===== config.mk =====
export PLATFORM = sky130hd
export DESIGN_NAME = bse_exec
export DESIGN_NICKNAME = d
export VERILOG_FILES = /design/src/shared/bse_pkg.sv /design/src/verilog/bse_stack_mem.sv /design/src/verilog/bse_exec.sv
export VERILOG_INCLUDE_DIRS = /design/src /design/src/shared
export SDC_FILE = /design/constraint.sdc
export NUM_CORES = 1
export LEC_CHECK = 0
export BUFFER_PORTS_ARGS = -buffer_cell sky130_fd_sc_hd__buf_2
export CORE_MARGIN = 2
export CORE_UTILIZATION = 45
export DETAILED_ROUTE_END_ITERATION = 10
export PLACE_DENSITY = 0.71
export SLEW_MARGIN = 25
export SYNTH_ARGS = -nofsm -noshare
export SYNTH_HDL_FRONTEND = slang
export SYNTH_HIERARCHICAL = 1
export SYNTH_SLANG_ARGS = --single-unit

===== constraint.sdc =====
create_clock -name clk -period 5.5 [get_ports clk]
set_input_delay 0.275 -clock clk [delete_from_list [all_inputs] [get_ports clk]]
set_output_delay 0.275 -clock clk [all_outputs]
set_load 0.02 [all_outputs]

===== src/shared/bse_map.svh =====
// bse_map.svh: offsets, field positions, reset values and cycle counts
// of the branch/skip execution block.
// assumes: included by bare name; byte addresses on an 8-bit APB address.
`ifndef BSE_MAP_SVH
`define BSE_MAP_SVH

// ----------------------------------------------------------------
// register byte offsets
// ----------------------------------------------------------------
`define BSE_OFF_INSTR      8'h00
`define BSE_OFF_OPND       8'h04
`define BSE_OFF_PC         8'h08
`define BSE_OFF_FLAGS      8'h0C
`define BSE_OFF_ZPTR       8'h10
`define BSE_OFF_NEXT       8'h14
`define BSE_OFF_STATE      8'h18
`define BSE_IO_BASE_HI     3'h1
`define BSE_IO_COUNT       8

// ----------------------------------------------------------------
// field positions
// ----------------------------------------------------------------
`define BSE_INSTR_OP_LSB   0
`define BSE_INSTR_BIT_LSB  8
`define BSE_INSTR_IO_LSB   12
`define BSE_OPND_RD_LSB    0
`define BSE_OPND_RR_LSB    8
`define BSE_OPND_K_LSB     16
`define BSE_ST_BUSY        0
`define BSE_ST_CYC_LSB     4
`define BSE_ST_RES_LSB     8
`define BSE_ST_SP_LSB      16

// status flag bit positions
`define BSE_FLAG_C         0
`define BSE_FLAG_Z         1
`define BSE_FLAG_N         2
`define BSE_FLAG_V         3
`define BSE_FLAG_S         4
`define BSE_FLAG_H         5
`define BSE_FLAG_T         6
`define BSE_FLAG_I         7

// ----------------------------------------------------------------
// reset values, sizes and cycle counts
// ----------------------------------------------------------------
`define BSE_PC_RST         16'h0000
`define BSE_FLAGS_RST      8'h00
`define BSE_ZPTR_RST       16'h0000
`define BSE_STACK_DEPTH    16
`define BSE_CYC_ONE        3'h1
`define BSE_CYC_JUMP       3'h2
`define BSE_CYC_CALL       3'h3
`define BSE_CYC_RET        3'h4
`define BSE_CYC_IOBIT      3'h2
`define BSE_CYC_BR_TAKEN   3'h2
`define BSE_CYC_SKIP1      3'h2
`define BSE_CYC_SKIP2      3'h3

`endif


===== src/shared/bse_pkg.sv =====
// bse_pkg: operation and state types of the branch/skip execution block.
// assumes: nothing beyond a SystemVerilog compiler.
package bse_pkg;

	// operation codes carried in the low bits of the instruction word
	typedef enum logic [4:0] {
		op_nop,
		op_pointer_jump,
		op_pointer_call,
		op_offset_jump,
		op_offset_call,
		op_ret,
		op_reti,
		op_compare_skip_equal,
		op_compare_regs,
		op_compare_regs_carry,
		op_compare_immediate,
		op_skip_reg_bit_clear,
		op_skip_reg_bit_one,
		op_skip_io_bit_clear,
		op_skip_io_bit_one,
		op_branch_flag_one,
		op_branch_flag_zero,
		op_branch_signed_ge,
		op_branch_signed_lt,
		op_io_bit_set_op,
		op_io_bit_clear_op,
		op_reg_clear,
		op_reg_set
	} bse_op_t;

	// sequencer states
	typedef enum logic [1:0] {
		st_idle,
		st_pop,
		st_busy
	} bse_state_t;

endpackage


===== src/verilog/bse_stack_mem.sv =====
// bse_stack_mem: return-address stack storage, one write and one read port.
// assumes: single clock; read data appear one edge after rd_en.
`timescale 1ns/1ps
`default_nettype none
`include "bse_map.svh"

module bse_stack_mem (
	input  wire logic        clk,
	input  wire logic        resetn,
	input  wire logic        wr_en,
	input  wire logic [3:0]  wr_addr,
	input  wire logic [15:0] wr_data,
	input  wire logic        rd_en,
	input  wire logic [3:0]  rd_addr,
	output var  logic [15:0] rd_data
);

	logic [15:0] mem_reg [0:`BSE_STACK_DEPTH-1];

	// storage write, no reset on the array
	always_ff @(posedge clk) begin
		if (wr_en) begin
			mem_reg[wr_addr] <= wr_data;
		end
	end

	// registered read port
	always_ff @(posedge clk or negedge resetn) begin
		if (!resetn) begin
			rd_data <= 16'h0000;
		end else if (rd_en) begin
			rd_data <= mem_reg[rd_addr];
		end
	end

endmodule // bse_stack_mem
`default_nettype wire


===== src/verilog/bse_exec.sv =====
// bse_exec: executes control-flow, compare and skip operations on an
// 8-bit core model whose state is reached over APB.
// assumes: APB master on clk (40 MHz), asynchronous active-low resetn.
`timescale 1ns/1ps
`default_nettype none
`include "bse_map.svh"

module bse_exec (
	input  wire logic        clk,
	input  wire logic        resetn,
	input  wire logic        psel,
	input  wire logic        penable,
	input  wire logic        pwrite,
	input  wire logic [7:0]  paddr,
	input  wire logic [31:0] pwdata,
	output var  logic [31:0] prdata,
	output var  logic        pready,
	output var  logic        pslverr,
	output var  logic        exec_busy
);

	// ----------------------------------------------------------------
	// declarations
	// ----------------------------------------------------------------
	logic [15:0]          pc_reg;
	logic [7:0]           flags_reg;
	logic [15:0]          z_reg;
	logic [31:0]          opnd_reg;
	logic                 next2_reg;
	logic [3:0]           sp_reg;
	logic [2:0]           cnt_reg;
	logic [2:0]           last_cyc_reg;
	logic [7:0]           res_reg;
	logic                 reti_reg;
	bse_pkg::bse_state_t  state_reg;
	logic [7:0]           io_bank [0:`BSE_IO_COUNT-1];
	logic [15:0]          stk_rdata;

	logic                 setup;
	logic                 wr_acc;
	logic                 go;
	logic                 io_hit;
	logic                 any_hit;
	logic [31:0]          rd_mux;
	bse_pkg::bse_op_t     op;
	logic [2:0]           bsel;
	logic [2:0]           iosel;
	logic [7:0]           rd_val;
	logic [7:0]           rr_val;
	logic [11:0]          k_val;
	logic [7:0]           io_cur;
	logic [15:0]          pc_rel;
	logic [7:0]           diff;
	logic                 cin;
	logic                 skip;
	logic                 taken;
	logic [15:0]          d_pc;
	logic [2:0]           d_cyc;
	logic [7:0]           d_flags;
	logic                 d_push;
	logic                 d_pop;
	logic                 d_io_wr;
	logic [7:0]           d_io_val;
	logic                 d_res_wr;
	logic [7:0]           d_res;

	// ----------------------------------------------------------------
	// helpers
	// ----------------------------------------------------------------
	// address match against one word offset
	function automatic logic reg_hit(input logic [7:0] a,
		input logic [7:0] off);
		return a == off;
	endfunction

	// one bit of a byte compared with the wanted level
	function automatic logic bit_test(input logic [7:0] v,
		input logic [2:0] s, input logic want);
		return v[s] == want;
	endfunction

	// ----------------------------------------------------------------
	// apb slave
	// ----------------------------------------------------------------
	// setup phase seen, access phase completes with registered pready
	assign setup  = psel & ~penable;
	assign wr_acc = psel & penable & pready & pwrite;
	assign io_hit = (paddr[7:5] == `BSE_IO_BASE_HI) & (paddr[1:0] == 2'h0);
	assign any_hit = io_hit | reg_hit(paddr, `BSE_OFF_INSTR)
		| reg_hit(paddr, `BSE_OFF_OPND) | reg_hit(paddr, `BSE_OFF_PC)
		| reg_hit(paddr, `BSE_OFF_FLAGS) | reg_hit(paddr, `BSE_OFF_ZPTR)
		| reg_hit(paddr, `BSE_OFF_NEXT) | reg_hit(paddr, `BSE_OFF_STATE);
	// an instruction write starts execution unless one is running
	assign go = wr_acc & reg_hit(paddr, `BSE_OFF_INSTR) & ~exec_busy;

	// read data selection
	always_comb begin
		rd_mux = 32'h0000_0000;
		if (io_hit) begin
			rd_mux[7:0] = io_bank[paddr[4:2]];
		end else if (reg_hit(paddr, `BSE_OFF_OPND)) begin
			rd_mux = opnd_reg;
		end else if (reg_hit(paddr, `BSE_OFF_PC)) begin
			rd_mux[15:0] = pc_reg;
		end else if (reg_hit(paddr, `BSE_OFF_FLAGS)) begin
			rd_mux[7:0] = flags_reg;
		end else if (reg_hit(paddr, `BSE_OFF_ZPTR)) begin
			rd_mux[15:0] = z_reg;
		end else if (reg_hit(paddr, `BSE_OFF_NEXT)) begin
			rd_mux[0] = next2_reg;
		end else if (reg_hit(paddr, `BSE_OFF_STATE)) begin
			rd_mux[`BSE_ST_BUSY] = exec_busy;
			rd_mux[`BSE_ST_CYC_LSB+:3] = last_cyc_reg;
			rd_mux[`BSE_ST_RES_LSB+:8] = res_reg;
			rd_mux[`BSE_ST_SP_LSB+:4] = sp_reg;
		end
	end

	// answer registered in setup, presented for one access cycle
	always_ff @(posedge clk or negedge resetn) begin
		if (!resetn) begin
			prdata  <= 32'h0000_0000;
			pready  <= 1'b0;
			pslverr <= 1'b0;
		end else begin
			pready  <= setup;
			pslverr <= setup & ~any_hit;
			if (setup) begin
				prdata <= rd_mux;
			end
		end
	end

	// ----------------------------------------------------------------
	// operand fields
	// ----------------------------------------------------------------
	assign op     = bse_pkg::bse_op_t'(pwdata[`BSE_INSTR_OP_LSB+:5]);
	assign bsel   = pwdata[`BSE_INSTR_BIT_LSB+:3];
	assign iosel  = pwdata[`BSE_INSTR_IO_LSB+:3];
	assign rd_val = opnd_reg[`BSE_OPND_RD_LSB+:8];
	assign rr_val = opnd_reg[`BSE_OPND_RR_LSB+:8];
	assign k_val  = opnd_reg[`BSE_OPND_K_LSB+:12];
	assign io_cur = io_bank[iosel];
	// relative target pc + k + 1 with k sign-extended
	assign pc_rel = pc_reg + {{4{k_val[11]}}, k_val} + 16'h0001;
	assign cin    = (op == bse_pkg::op_compare_regs_carry)
		& flags_reg[`BSE_FLAG_C];
	assign diff   = rd_val - rr_val - {7'h00, cin};

	// ----------------------------------------------------------------
	// decode: next pc, cycle count and side effects of one operation
	// ----------------------------------------------------------------
	always_comb begin
		d_pc     = pc_reg + 16'h0001;
		d_cyc    = `BSE_CYC_ONE;
		d_flags  = flags_reg;
		d_push   = 1'b0;
		d_pop    = 1'b0;
		d_io_wr  = 1'b0;
		d_io_val = io_cur;
		d_res_wr = 1'b0;
		d_res    = 8'h00;
		skip     = 1'b0;
		taken    = 1'b0;
		unique case (op)
			bse_pkg::op_pointer_jump: begin
				d_pc  = z_reg;
				d_cyc = `BSE_CYC_JUMP;
			end
			bse_pkg::op_pointer_call: begin
				d_pc   = z_reg;
				d_cyc  = `BSE_CYC_CALL;
				d_push = 1'b1;
			end
			bse_pkg::op_offset_jump: begin
				d_pc  = pc_rel;
				d_cyc = `BSE_CYC_JUMP;
			end
			bse_pkg::op_offset_call: begin
				d_pc   = pc_rel;
				d_cyc  = `BSE_CYC_CALL;
				d_push = 1'b1;
			end
			bse_pkg::op_ret, bse_pkg::op_reti: begin
				d_cyc = `BSE_CYC_RET;
				d_pop = 1'b1;
			end
			bse_pkg::op_compare_skip_equal: begin
				skip = (rd_val == rr_val);
			end
			bse_pkg::op_compare_regs, bse_pkg::op_compare_regs_carry,
			bse_pkg::op_compare_immediate: begin
				// carry form keeps Z only while the result stays zero
				d_flags[`BSE_FLAG_Z] = (diff == 8'h00)
					& (~cin_form(op) | flags_reg[`BSE_FLAG_Z]);
				d_flags[`BSE_FLAG_N] = diff[7];
				d_flags[`BSE_FLAG_V] = (rd_val[7] & ~rr_val[7] & ~diff[7])
					| (~rd_val[7] & rr_val[7] & diff[7]);
				d_flags[`BSE_FLAG_C] = (~rd_val[7] & rr_val[7])
					| (rr_val[7] & diff[7]) | (diff[7] & ~rd_val[7]);
				d_flags[`BSE_FLAG_H] = (~rd_val[3] & rr_val[3])
					| (rr_val[3] & diff[3]) | (diff[3] & ~rd_val[3]);
			end
			bse_pkg::op_skip_reg_bit_clear: begin
				skip = bit_test(rd_val, bsel, 1'b0);
			end
			bse_pkg::op_skip_reg_bit_one: begin
				skip = bit_test(rd_val, bsel, 1'b1);
			end
			bse_pkg::op_skip_io_bit_clear: begin
				skip = bit_test(io_cur, bsel, 1'b0);
			end
			bse_pkg::op_skip_io_bit_one: begin
				skip = bit_test(io_cur, bsel, 1'b1);
			end
			// bit select picks C, Z, N, V, S, H, T or I
			bse_pkg::op_branch_flag_one: begin
				taken = bit_test(flags_reg, bsel, 1'b1);
			end
			bse_pkg::op_branch_flag_zero: begin
				taken = bit_test(flags_reg, bsel, 1'b0);
			end
			bse_pkg::op_branch_signed_ge: begin
				taken = ~(flags_reg[`BSE_FLAG_N]
					^ flags_reg[`BSE_FLAG_V]);
			end
			bse_pkg::op_branch_signed_lt: begin
				taken = flags_reg[`BSE_FLAG_N]
					^ flags_reg[`BSE_FLAG_V];
			end
			bse_pkg::op_io_bit_set_op: begin
				d_io_wr  = 1'b1;
				d_io_val = io_cur | (8'h01 << bsel);
				d_cyc    = `BSE_CYC_IOBIT;
			end
			bse_pkg::op_io_bit_clear_op: begin
				d_io_wr  = 1'b1;
				d_io_val = io_cur & ~(8'h01 << bsel);
				d_cyc    = `BSE_CYC_IOBIT;
			end
			bse_pkg::op_reg_clear: begin
				d_res_wr = 1'b1;
				d_flags[`BSE_FLAG_Z] = 1'b1;
				d_flags[`BSE_FLAG_N] = 1'b0;
				d_flags[`BSE_FLAG_V] = 1'b0;
			end
			bse_pkg::op_reg_set: begin
				d_res_wr = 1'b1;
				d_res    = 8'hFF;
			end
			bse_pkg::op_nop: begin
				d_cyc = `BSE_CYC_ONE;
			end
			default: begin
				d_cyc = `BSE_CYC_ONE;
			end
		endcase
		// skip distance depends on the length of the next instruction
		if (skip) begin
			d_pc  = pc_reg + (next2_reg ? 16'h0003 : 16'h0002);
			d_cyc = next2_reg ? `BSE_CYC_SKIP2 : `BSE_CYC_SKIP1;
		end
		if (taken) begin
			d_pc  = pc_rel;
			d_cyc = `BSE_CYC_BR_TAKEN;
		end
	end

	// carry-compare form test, used by the zero flag chain
	function automatic logic cin_form(input bse_pkg::bse_op_t o);
		return o == bse_pkg::op_compare_regs_carry;
	endfunction

	// ----------------------------------------------------------------
	// sequencer
	// ----------------------------------------------------------------
	// state steps through pop and the remaining busy cycles
	always_ff @(posedge clk or negedge resetn) begin
		if (!resetn) begin
			state_reg <= bse_pkg::st_idle;
		end else begin
			unique case (state_reg)
				bse_pkg::st_idle: begin
					if (go) begin
						state_reg <= d_pop ? bse_pkg::st_pop
							: bse_pkg::st_busy;
					end
				end
				bse_pkg::st_pop: begin
					state_reg <= bse_pkg::st_busy;
				end
				bse_pkg::st_busy: begin
					if (cnt_reg == 3'h1) begin
						state_reg <= bse_pkg::st_idle;
					end
				end
			endcase
		end
	end

	// busy lasts exactly the operation's cycle count
	always_ff @(posedge clk or negedge resetn) begin
		if (!resetn) begin
			cnt_reg      <= 3'h0;
			exec_busy    <= 1'b0;
			last_cyc_reg <= 3'h0;
		end else if (go) begin
			cnt_reg      <= d_cyc;
			exec_busy    <= 1'b1;
			last_cyc_reg <= d_cyc;
		end else if (cnt_reg != 3'h0) begin
			cnt_reg   <= cnt_reg - 3'h1;
			exec_busy <= (cnt_reg != 3'h1);
		end
	end

	// program counter: operation, stack pop, or software while idle
	always_ff @(posedge clk or negedge resetn) begin
		if (!resetn) begin
			pc_reg <= `BSE_PC_RST;
		end else if (go && !d_pop) begin
			pc_reg <= d_pc;
		end else if (state_reg == bse_pkg::st_pop) begin
			pc_reg <= stk_rdata;
		end else if (wr_acc && !exec_busy
			&& reg_hit(paddr, `BSE_OFF_PC)) begin
			pc_reg <= pwdata[15:0];
		end
	end

	// status flags; interrupt return sets the global enable
	always_ff @(posedge clk or negedge resetn) begin
		if (!resetn) begin
			flags_reg <= `BSE_FLAGS_RST;
			reti_reg  <= 1'b0;
		end else if (go) begin
			flags_reg <= d_flags;
			reti_reg  <= (op == bse_pkg::op_reti);
		end else if (state_reg == bse_pkg::st_pop && reti_reg) begin
			flags_reg[`BSE_FLAG_I] <= 1'b1;
		end else if (wr_acc && !exec_busy
			&& reg_hit(paddr, `BSE_OFF_FLAGS)) begin
			flags_reg <= pwdata[7:0];
		end
	end

	// stack pointer: push at call issue, pop at return issue
	always_ff @(posedge clk or negedge resetn) begin
		if (!resetn) begin
			sp_reg <= 4'h0;
		end else if (go && d_push) begin
			sp_reg <= sp_reg + 4'h1;
		end else if (go && d_pop) begin
			sp_reg <= sp_reg - 4'h1;
		end
	end

	// software-written operand, pointer and next-length registers
	always_ff @(posedge clk or negedge resetn) begin
		if (!resetn) begin
			opnd_reg  <= 32'h0000_0000;
			z_reg     <= `BSE_ZPTR_RST;
			next2_reg <= 1'b0;
		end else if (wr_acc && !exec_busy) begin
			if (reg_hit(paddr, `BSE_OFF_OPND)) begin
				opnd_reg <= pwdata;
			end
			if (reg_hit(paddr, `BSE_OFF_ZPTR)) begin
				z_reg <= pwdata[15:0];
			end
			if (reg_hit(paddr, `BSE_OFF_NEXT)) begin
				next2_reg <= pwdata[0];
			end
		end
	end

	// register result of clear/set; compares never write it
	always_ff @(posedge clk or negedge resetn) begin
		if (!resetn) begin
			res_reg <= 8'h00;
		end else if (go && d_res_wr) begin
			res_reg <= d_res;
		end
	end

	// io registers: single-bit ops or software writes
	generate
		for (genvar i = 0; i < `BSE_IO_COUNT; i++) begin : g_io
			always_ff @(posedge clk or negedge resetn) begin
				if (!resetn) begin
					io_bank[i] <= 8'h00;
				end else if (go && d_io_wr && iosel == 3'(i)) begin
					io_bank[i] <= d_io_val;
				end else if (wr_acc && io_hit && paddr[4:2] == 3'(i)) begin
					io_bank[i] <= pwdata[7:0];
				end
			end
		end
	endgenerate

	// return-address stack
	bse_stack_mem u_stack (
		.clk     (clk),
		.resetn  (resetn),
		.wr_en   (go & d_push),
		.wr_addr (sp_reg),
		.wr_data (pc_reg + 16'h0001),
		.rd_en   (go & d_pop),
		.rd_addr (sp_reg - 4'h1),
		.rd_data (stk_rdata)
	);
endmodule // bse_exec
`default_nettype wire


* Word level (Yosys, flattened, before mapping) *
Memory sizes are Yosys's and may differ from the RTL's. A register that Yosys moved wholly into a read port is not among the register bits.
Cells that the tools add are included.
Widths: inputs -> output; s select.

cells by class
  $add $sub $neg = 9
  multipliers = 0
  div/mod/pow operators = 0
  $lt $le $gt $ge = 3
  eq/ne operators = 53
  shift-type cells = 1
  mux-type cells = 86
  bitwise gates (word level) = 54
  reduce and logical (&&, ||, !) cells = 65

operator list
  kind                   number
  $mux 8                 25
  $mux 16                6
  $bmux 8 s3             2
  $mux 12                4
  $eq 5x4->1 const B     8
  $eq 5x5->1 const B     7
  $add 16x1->16 const B  2
  $pmux 16 s2            1
  $logic_and 1x1->1      26
  $eq 3x3->1 const B     8
  $eq 8x5->1 const B     3
  $mux 24                1
  $mux 3                 8
  $reduce_bool 2->1      12
  $and 1x1->1            21
  $eq 5x3->1 const B     4
  $mux 1                 20
  $mux 20                1
  $add 16x16->16         1
  $add 16x2->16          1
  $eq 8x4->1 const B     2
  $logic_not 8->1        2
  $mux 4                 4
  $pmux 8 s2             1
  other kinds (43)       101

storage, ports and cells
  register bits = 193
  latch bits = 0
  bits in writable memories = 256
  ROM bits = 0
  input port bits = 45
  output and inout port bits = 35
  logic and storage cells = 298
  memories = 1

memories
  name             words  width  read ports  clocked after memory_dff  write ports  RTL line             source
  u_stack.mem_reg  16     16     1           1                         1            bse_stack_mem.sv:18  logic [15:0] mem_reg [0:`BSE_STACK_DEPTH-1];

* Longest topological paths before layout *
  depth after elaboration = 11
  depth in mapped cells = 16
  depth with buffers taken out = 15

* Hierarchy *
Netlist, hierarchy kept.

modules (own cells, without submodules)
  module         instances  cells an instance  area an instance (µm²)  seq. area each (µm²)
  bse_exec       1          1349               12694.7                 4654.5
  bse_stack_mem  1          452                10457.5                 8087.8

* Worst setup path before layout *
No wires, ideal clock.

  kind = input to register
  start point = input paddr[1]
  end point = memory u_stack.mem_reg[0][0], enable pin
  setup time = 409 ps
  arrival time = 3363 ps
  data required time = 5091 ps
  setup slack = 1728 ps
  stages on the path = 6
  buffers on the path = 0
  cell sequence = or4_1 -> nor3_2 -> nand3_2 -> nor4_2 -> or3b_2 -> nor3_1

on the way
  cells in the longest elaborated chain, start to end = 6

ends and longest elaborated chain
  element                       RTL line             source
  from (decl)                   bse_exec.sv:14       input wire logic [7:0] paddr,
  $logic_not 8->1               bse_exec.sv:73       return a == off;
  $and 1x1->1 (2 in a row)      bse_exec.sv:94       assign go = wr_acc & reg_hit(paddr, `BSE_OFF_INSTR) & ~exec_busy;
  $and 1x1->1                   bse_exec.sv:405      .wr_en (go & d_push),
  $mux 1                        bse_stack_mem.sv:22  if (wr_en) begin
  $mux 1 (implied by the code)  bse_stack_mem.sv:23  mem_reg[wr_addr] <= wr_data;
  to (decl)                     bse_stack_mem.sv:18

No other way between the ends.

* Final worst setup path *
  start point = register pready
  end point = memory u_stack.mem_reg[3][2], enable pin

on the way
  cells in the longest elaborated chain, start to end = 7

ends and longest elaborated chain
  element                       RTL line             source
  from (decl)                   bse_exec.sv:17       output var logic pready,
  from (signal assigned)        bse_exec.sv:126      pready <= setup;
  $and 1x1->1 (2 in a row)      bse_exec.sv:87       assign wr_acc = psel & penable & pready & pwrite;
  $and 1x1->1 (2 in a row)      bse_exec.sv:94
  $and 1x1->1                   bse_exec.sv:405
  $mux 1                        bse_stack_mem.sv:22
  $mux 1 (implied by the code)  bse_stack_mem.sv:23

No other way between the ends.

==> impl_metrics.xml <==
<?xml version="1.0" encoding="UTF-8"?>
<metrics>
  <group name="outcome">
    <metric name="run_status" unit="">finished, final reports clean</metric>
  </group>
  <group name="worst_hold_path">
    <metric name="worst_hold_class" unit="">in2reg</metric>
  </group>
  <group name="floorplanning">
    <metric name="start_util" unit="">0.4531</metric>
    <metric name="fp.coreArea" unit="sq um">51090</metric>
    <metric name="design.portCount" unit="">80</metric>
    <metric name="placement_rows" unit="">83</metric>
    <metric name="dieWidth" unit="um">230.8</metric>
    <metric name="dieArea" unit="sq um">53280</metric>
    <metric name="chipHeight" unit="um">230.8</metric>
  </group>
  <group name="global_routing">
    <metric name="globalRouteOverflowTotal" unit="">0</metric>
    <metric name="grt_start_max_net_pins" unit="">99</metric>
    <metric name="grt_use_total" unit="">0.2364</metric>
    <metric name="grt_antenna_before_repair" unit="">1</metric>
    <metric name="number_of_global_route_vias_before_repair" unit="">15710</metric>
    <metric name="grt_pass1_wl" unit="um">96330</metric>
  </group>
  <group name="power">
    <metric name="switchingPower" unit="W">0.002530</metric>
    <metric name="power.share.clock" unit="">0.385</metric>
    <metric name="switching_share" unit="">0.2797</metric>
    <metric name="cellLeakagePower" unit="nW">10.26</metric>
    <metric name="power.share.combinational" unit="">0.153</metric>
    <metric name="power_density" unit="nW/um^2">345.6</metric>
    <metric name="p_seq_frac" unit="">0.462</metric>
    <metric name="power_report.internal_total" unit="W">0.006514</metric>
    <metric name="irDropWorstVdd" unit="mV">0.3469</metric>
    <metric name="total_power" unit="W">0.009044</metric>
  </group>
  <group name="place">
    <metric name="post-place-ws" unit="ps">1292</metric>
    <metric name="detailedPlacementHpwl" unit="um">41570</metric>
    <metric name="buffer_ports.inserted" unit="">79</metric>
    <metric name="placed_area" unit="sq um">24190</metric>
    <metric name="globalplace.congestion" unit="">0.9182</metric>
  </group>
  <group name="worst_setup_path">
    <metric name="startpoint_type" unit="">register</metric>
    <metric name="timing.critical_path.to_type" unit="">register</metric>
    <metric name="critPathKind" unit="">reg2reg</metric>
    <metric name="critPathSlowestCell" unit="">nor2_2</metric>
    <metric name="worst_path_largest_cell_delay" unit="ps">730</metric>
    <metric name="crit_chain" unit="">nand4_1 &gt; nor2_1 &gt; nand3_2 &gt; nor4_2 &gt; buf_4 &gt; or3b_2 &gt; nor2_2</metric>
    <metric name="worst_ep_required_time" unit="ps">5730</metric>
    <metric name="worst_path_arrival_time" unit="ps">4050</metric>
    <metric name="critical_path.top_delay_family" unit="">simple AND/OR/NAND/NOR gates</metric>
    <metric name="worstPathMaxFanout" unit="">16</metric>
    <metric name="worst-path-buf-inv" unit="">1</metric>
  </group>
  <group name="yosys">
    <metric name="yosysWarningCount" unit="">6</metric>
    <metric name="avgSynthCellArea" unit="sq um">12.86</metric>
    <metric name="synth_edf_count" unit="">256</metric>
    <metric name="asyncSetResetFlopFracSynth" unit="">0.4410</metric>
    <metric name="synth_nets" unit="">1889</metric>
    <metric name="synthFlopType" unit="">edfxtp_1</metric>
    <metric name="synth_cell_type_count" unit="">85</metric>
    <metric name="ys_seq_area_frac" unit="">0.5504</metric>
    <metric name="cell_accounting_for_the_most_synthesized_area" unit="">edfxtp_1</metric>
    <metric name="synth-seq-cells" unit="">458</metric>
    <metric name="dominant_cells_by_area_after_synthesis" unit="">edfxtp_1, dfrtp_1, mux4_2, mux2_2, mux2i_1</metric>
    <metric name="combined_area_of_all_synthesized_cells" unit="sq um">23150</metric>
    <metric name="synth.most_common_cell" unit="">edfxtp_1</metric>
    <metric name="synthCells" unit="">1801</metric>
    <metric name="yosys-top-cells-count" unit="">edfxtp_1, dfrtp_1, nand2_1</metric>
    <metric name="yosys.area.top_type_share" unit="">0.3320</metric>
  </group>
  <group name="route">
    <metric name="wl_per_cell" unit="um">24.30</metric>
    <metric name="firstDrtPassIters" unit="">6</metric>
    <metric name="detailroute.via_count" unit="">16000</metric>
    <metric name="antenna_violating_nets_post_route" unit="">0</metric>
    <metric name="detailedRoute.firstIterationViolations" unit="">1898</metric>
    <metric name="drt_wl_total" unit="um">63030</metric>
    <metric name="via_density" unit="">6.167</metric>
    <metric name="route.detailed.drc" unit="">0</metric>
  </group>
  <group name="run">
    <metric name="drv_cap" unit="">0</metric>
  </group>
  <group name="sta">
    <metric name="slew_headroom" unit="">0.3079</metric>
    <metric name="post-route-worst-setup-slack" unit="ps">1674</metric>
    <metric name="rsz0062_at_grt" unit="">false</metric>
    <metric name="fin_clk_skew" unit="ps">33.44</metric>
    <metric name="timing.setup.tns" unit="ps">0</metric>
    <metric name="finalCriticalPeriod" unit="ps">3826</metric>
    <metric name="timing.final.max_slew_violations" unit="">0</metric>
    <metric name="maxClockFrequency" unit="MHz">261.4</metric>
    <metric name="finalHoldViolations" unit="">0</metric>
    <metric name="timing.final.crit_share" unit="">0.6956</metric>
    <metric name="finalSetupViolations" unit="">0</metric>
    <metric name="tightestPinTransition" unit="ps">1034</metric>
  </group>
  <group name="clocking">
    <metric name="worstSkewPairLatency" unit="ps">610</metric>
    <metric name="cts_sinks" unit="">458</metric>
    <metric name="number_of_post_cts_setup_repair_buffers" unit="">0</metric>
    <metric name="cts_tree" unit="">done</metric>
    <metric name="clkTransAtPathRegs" unit="ps">60</metric>
    <metric name="max-clock-path-buffers" unit="">3</metric>
    <metric name="cts_made_buffers" unit="">49</metric>
    <metric name="cts_htree_levels" unit="">2</metric>
    <metric name="ctsRootBufferMaster" unit="">clkbuf_16</metric>
  </group>
  <group name="cells_and_area">
    <metric name="post_route_cells_drive_above_1_share" unit="">0.2263</metric>
    <metric name="final_net_count" unit="">1961</metric>
    <metric name="fin_util" unit="">0.5122</metric>
    <metric name="fillerInstances" unit="">4332</metric>
    <metric name="largest_reg_flops" unit="">256</metric>
    <metric name="post-route-cell-area" unit="sq um">26170</metric>
    <metric name="layout-area-overhead-vs-synth" unit="%">13.03</metric>
  </group>
</metrics>
through the flow:
step                      hold WS, ps  instances
after global placement          364.1       2480
after global routing            72.56       2593
final                           54.87       2594
after floorplan                -20.59       1801
after CTS                       44.90       2592
after detailed placement        365.7       2480
layout by cell type, fill, tap and decap left out, drive strengths merged, types with 18 or more instances in the layout:
cell / instances
dlygate4sd3: 21
clkbuf: 61
inv: 53
clkinv: 21
nor2: 117
edfxtp: 256
dfrtp: 202
mux2i: 75
xor2: 24
o22ai: 20
nand2: 142
xnor2: 31
a22oi: 28
a21oi: 60
a31oi: 21
nor2b: 35
mux2: 84
ha: 40
a22o: 18
buf: 119
a221oi: 21
mux4: 88
o21ai: 112
a211oi: 27
nand3: 36
nor3: 24
metal layers:
metal  vias to the layer above  share of wire  GRT usage
li1                       6999              -          -
met1                      8149           0.42     0.3259
met2                       740           0.47     0.3815
met3                       110          0.083    0.04335
met4                         0          0.028    0.07278
met5                         -              0          0
final timing paths:
check | start | to | slack (ps) | cells after the start
min | paddr[5] | prdata[5] | 50 | 3
min in group asynchronous | resetn | io_bank[45] | 290 | 2
min reg2reg | prdata[0] | prdata[0] | 470 | 2
max reg2reg | pready | u_stack/mem_reg[3][2] | 1670 | 7
max | pready | u_stack/mem_reg[3][2] | 1670 | 7
max in group asynchronous | resetn | opnd_reg[15] | 3780 | 3
area by class of cell:
| cell class | instances | area, sq um | area share |
|---|---|---|---|
| sequential | 458 | 12740 | 0.4869 |
| multi-input combinational | 1172 | 9711 | 0.3711 |
| clock buffer | 61 | 1351 | 0.05164 |
| timing repair buffer | 140 | 935.9 | 0.03576 |
| tap | 680 | 850.8 | 0.03251 |
| clock inverter | 30 | 380.4 | 0.01454 |
| inverter | 52 | 195.2 | 0.007459 |
| antenna | 1 | 2.502 | 0.00009563 |
worst register-to-register path, delay by kind of cell, from the launching register on:
kind / cells / cell delay, ps
flip-flops: 1 / 350
buffers and inverters: 1 / 220
AND/OR/NAND/NOR: 6 / 2870
power by group through the flow:
stage / Combinational, W / Sequential [W] / Clock (W)
after global routing: 0.00152 / 0.00418 / 0.00367
after global placement: 0.00130 / 0.00423 / 0
after detailed placement: 0.00136 / 0.00424 / 0
after CTS: 0.00137 / 0.00417 / 0.00353
final: 0.00138 / 0.00418 / 0.00348
after floorplan: 0.000916 / 0.00415 / 0
logic make-up after synthesis:
kind of cell,synth area share
flip-flops,0.5504
XOR/XNOR,0.02081
buffers and inverters,0.03632
multiplexers,0.1610
AND/OR/NAND/NOR,0.09214
adder cells (fa/ha/maj),0.02421
AO/OA/AOI/OAI,0.1152
timing repair:
item	in CTS	in global routing
gates resized for setup	0	0
endpoints found under the hold margin	117	0
hold buffers	21	0
Power figures use the tool's default switching activity.
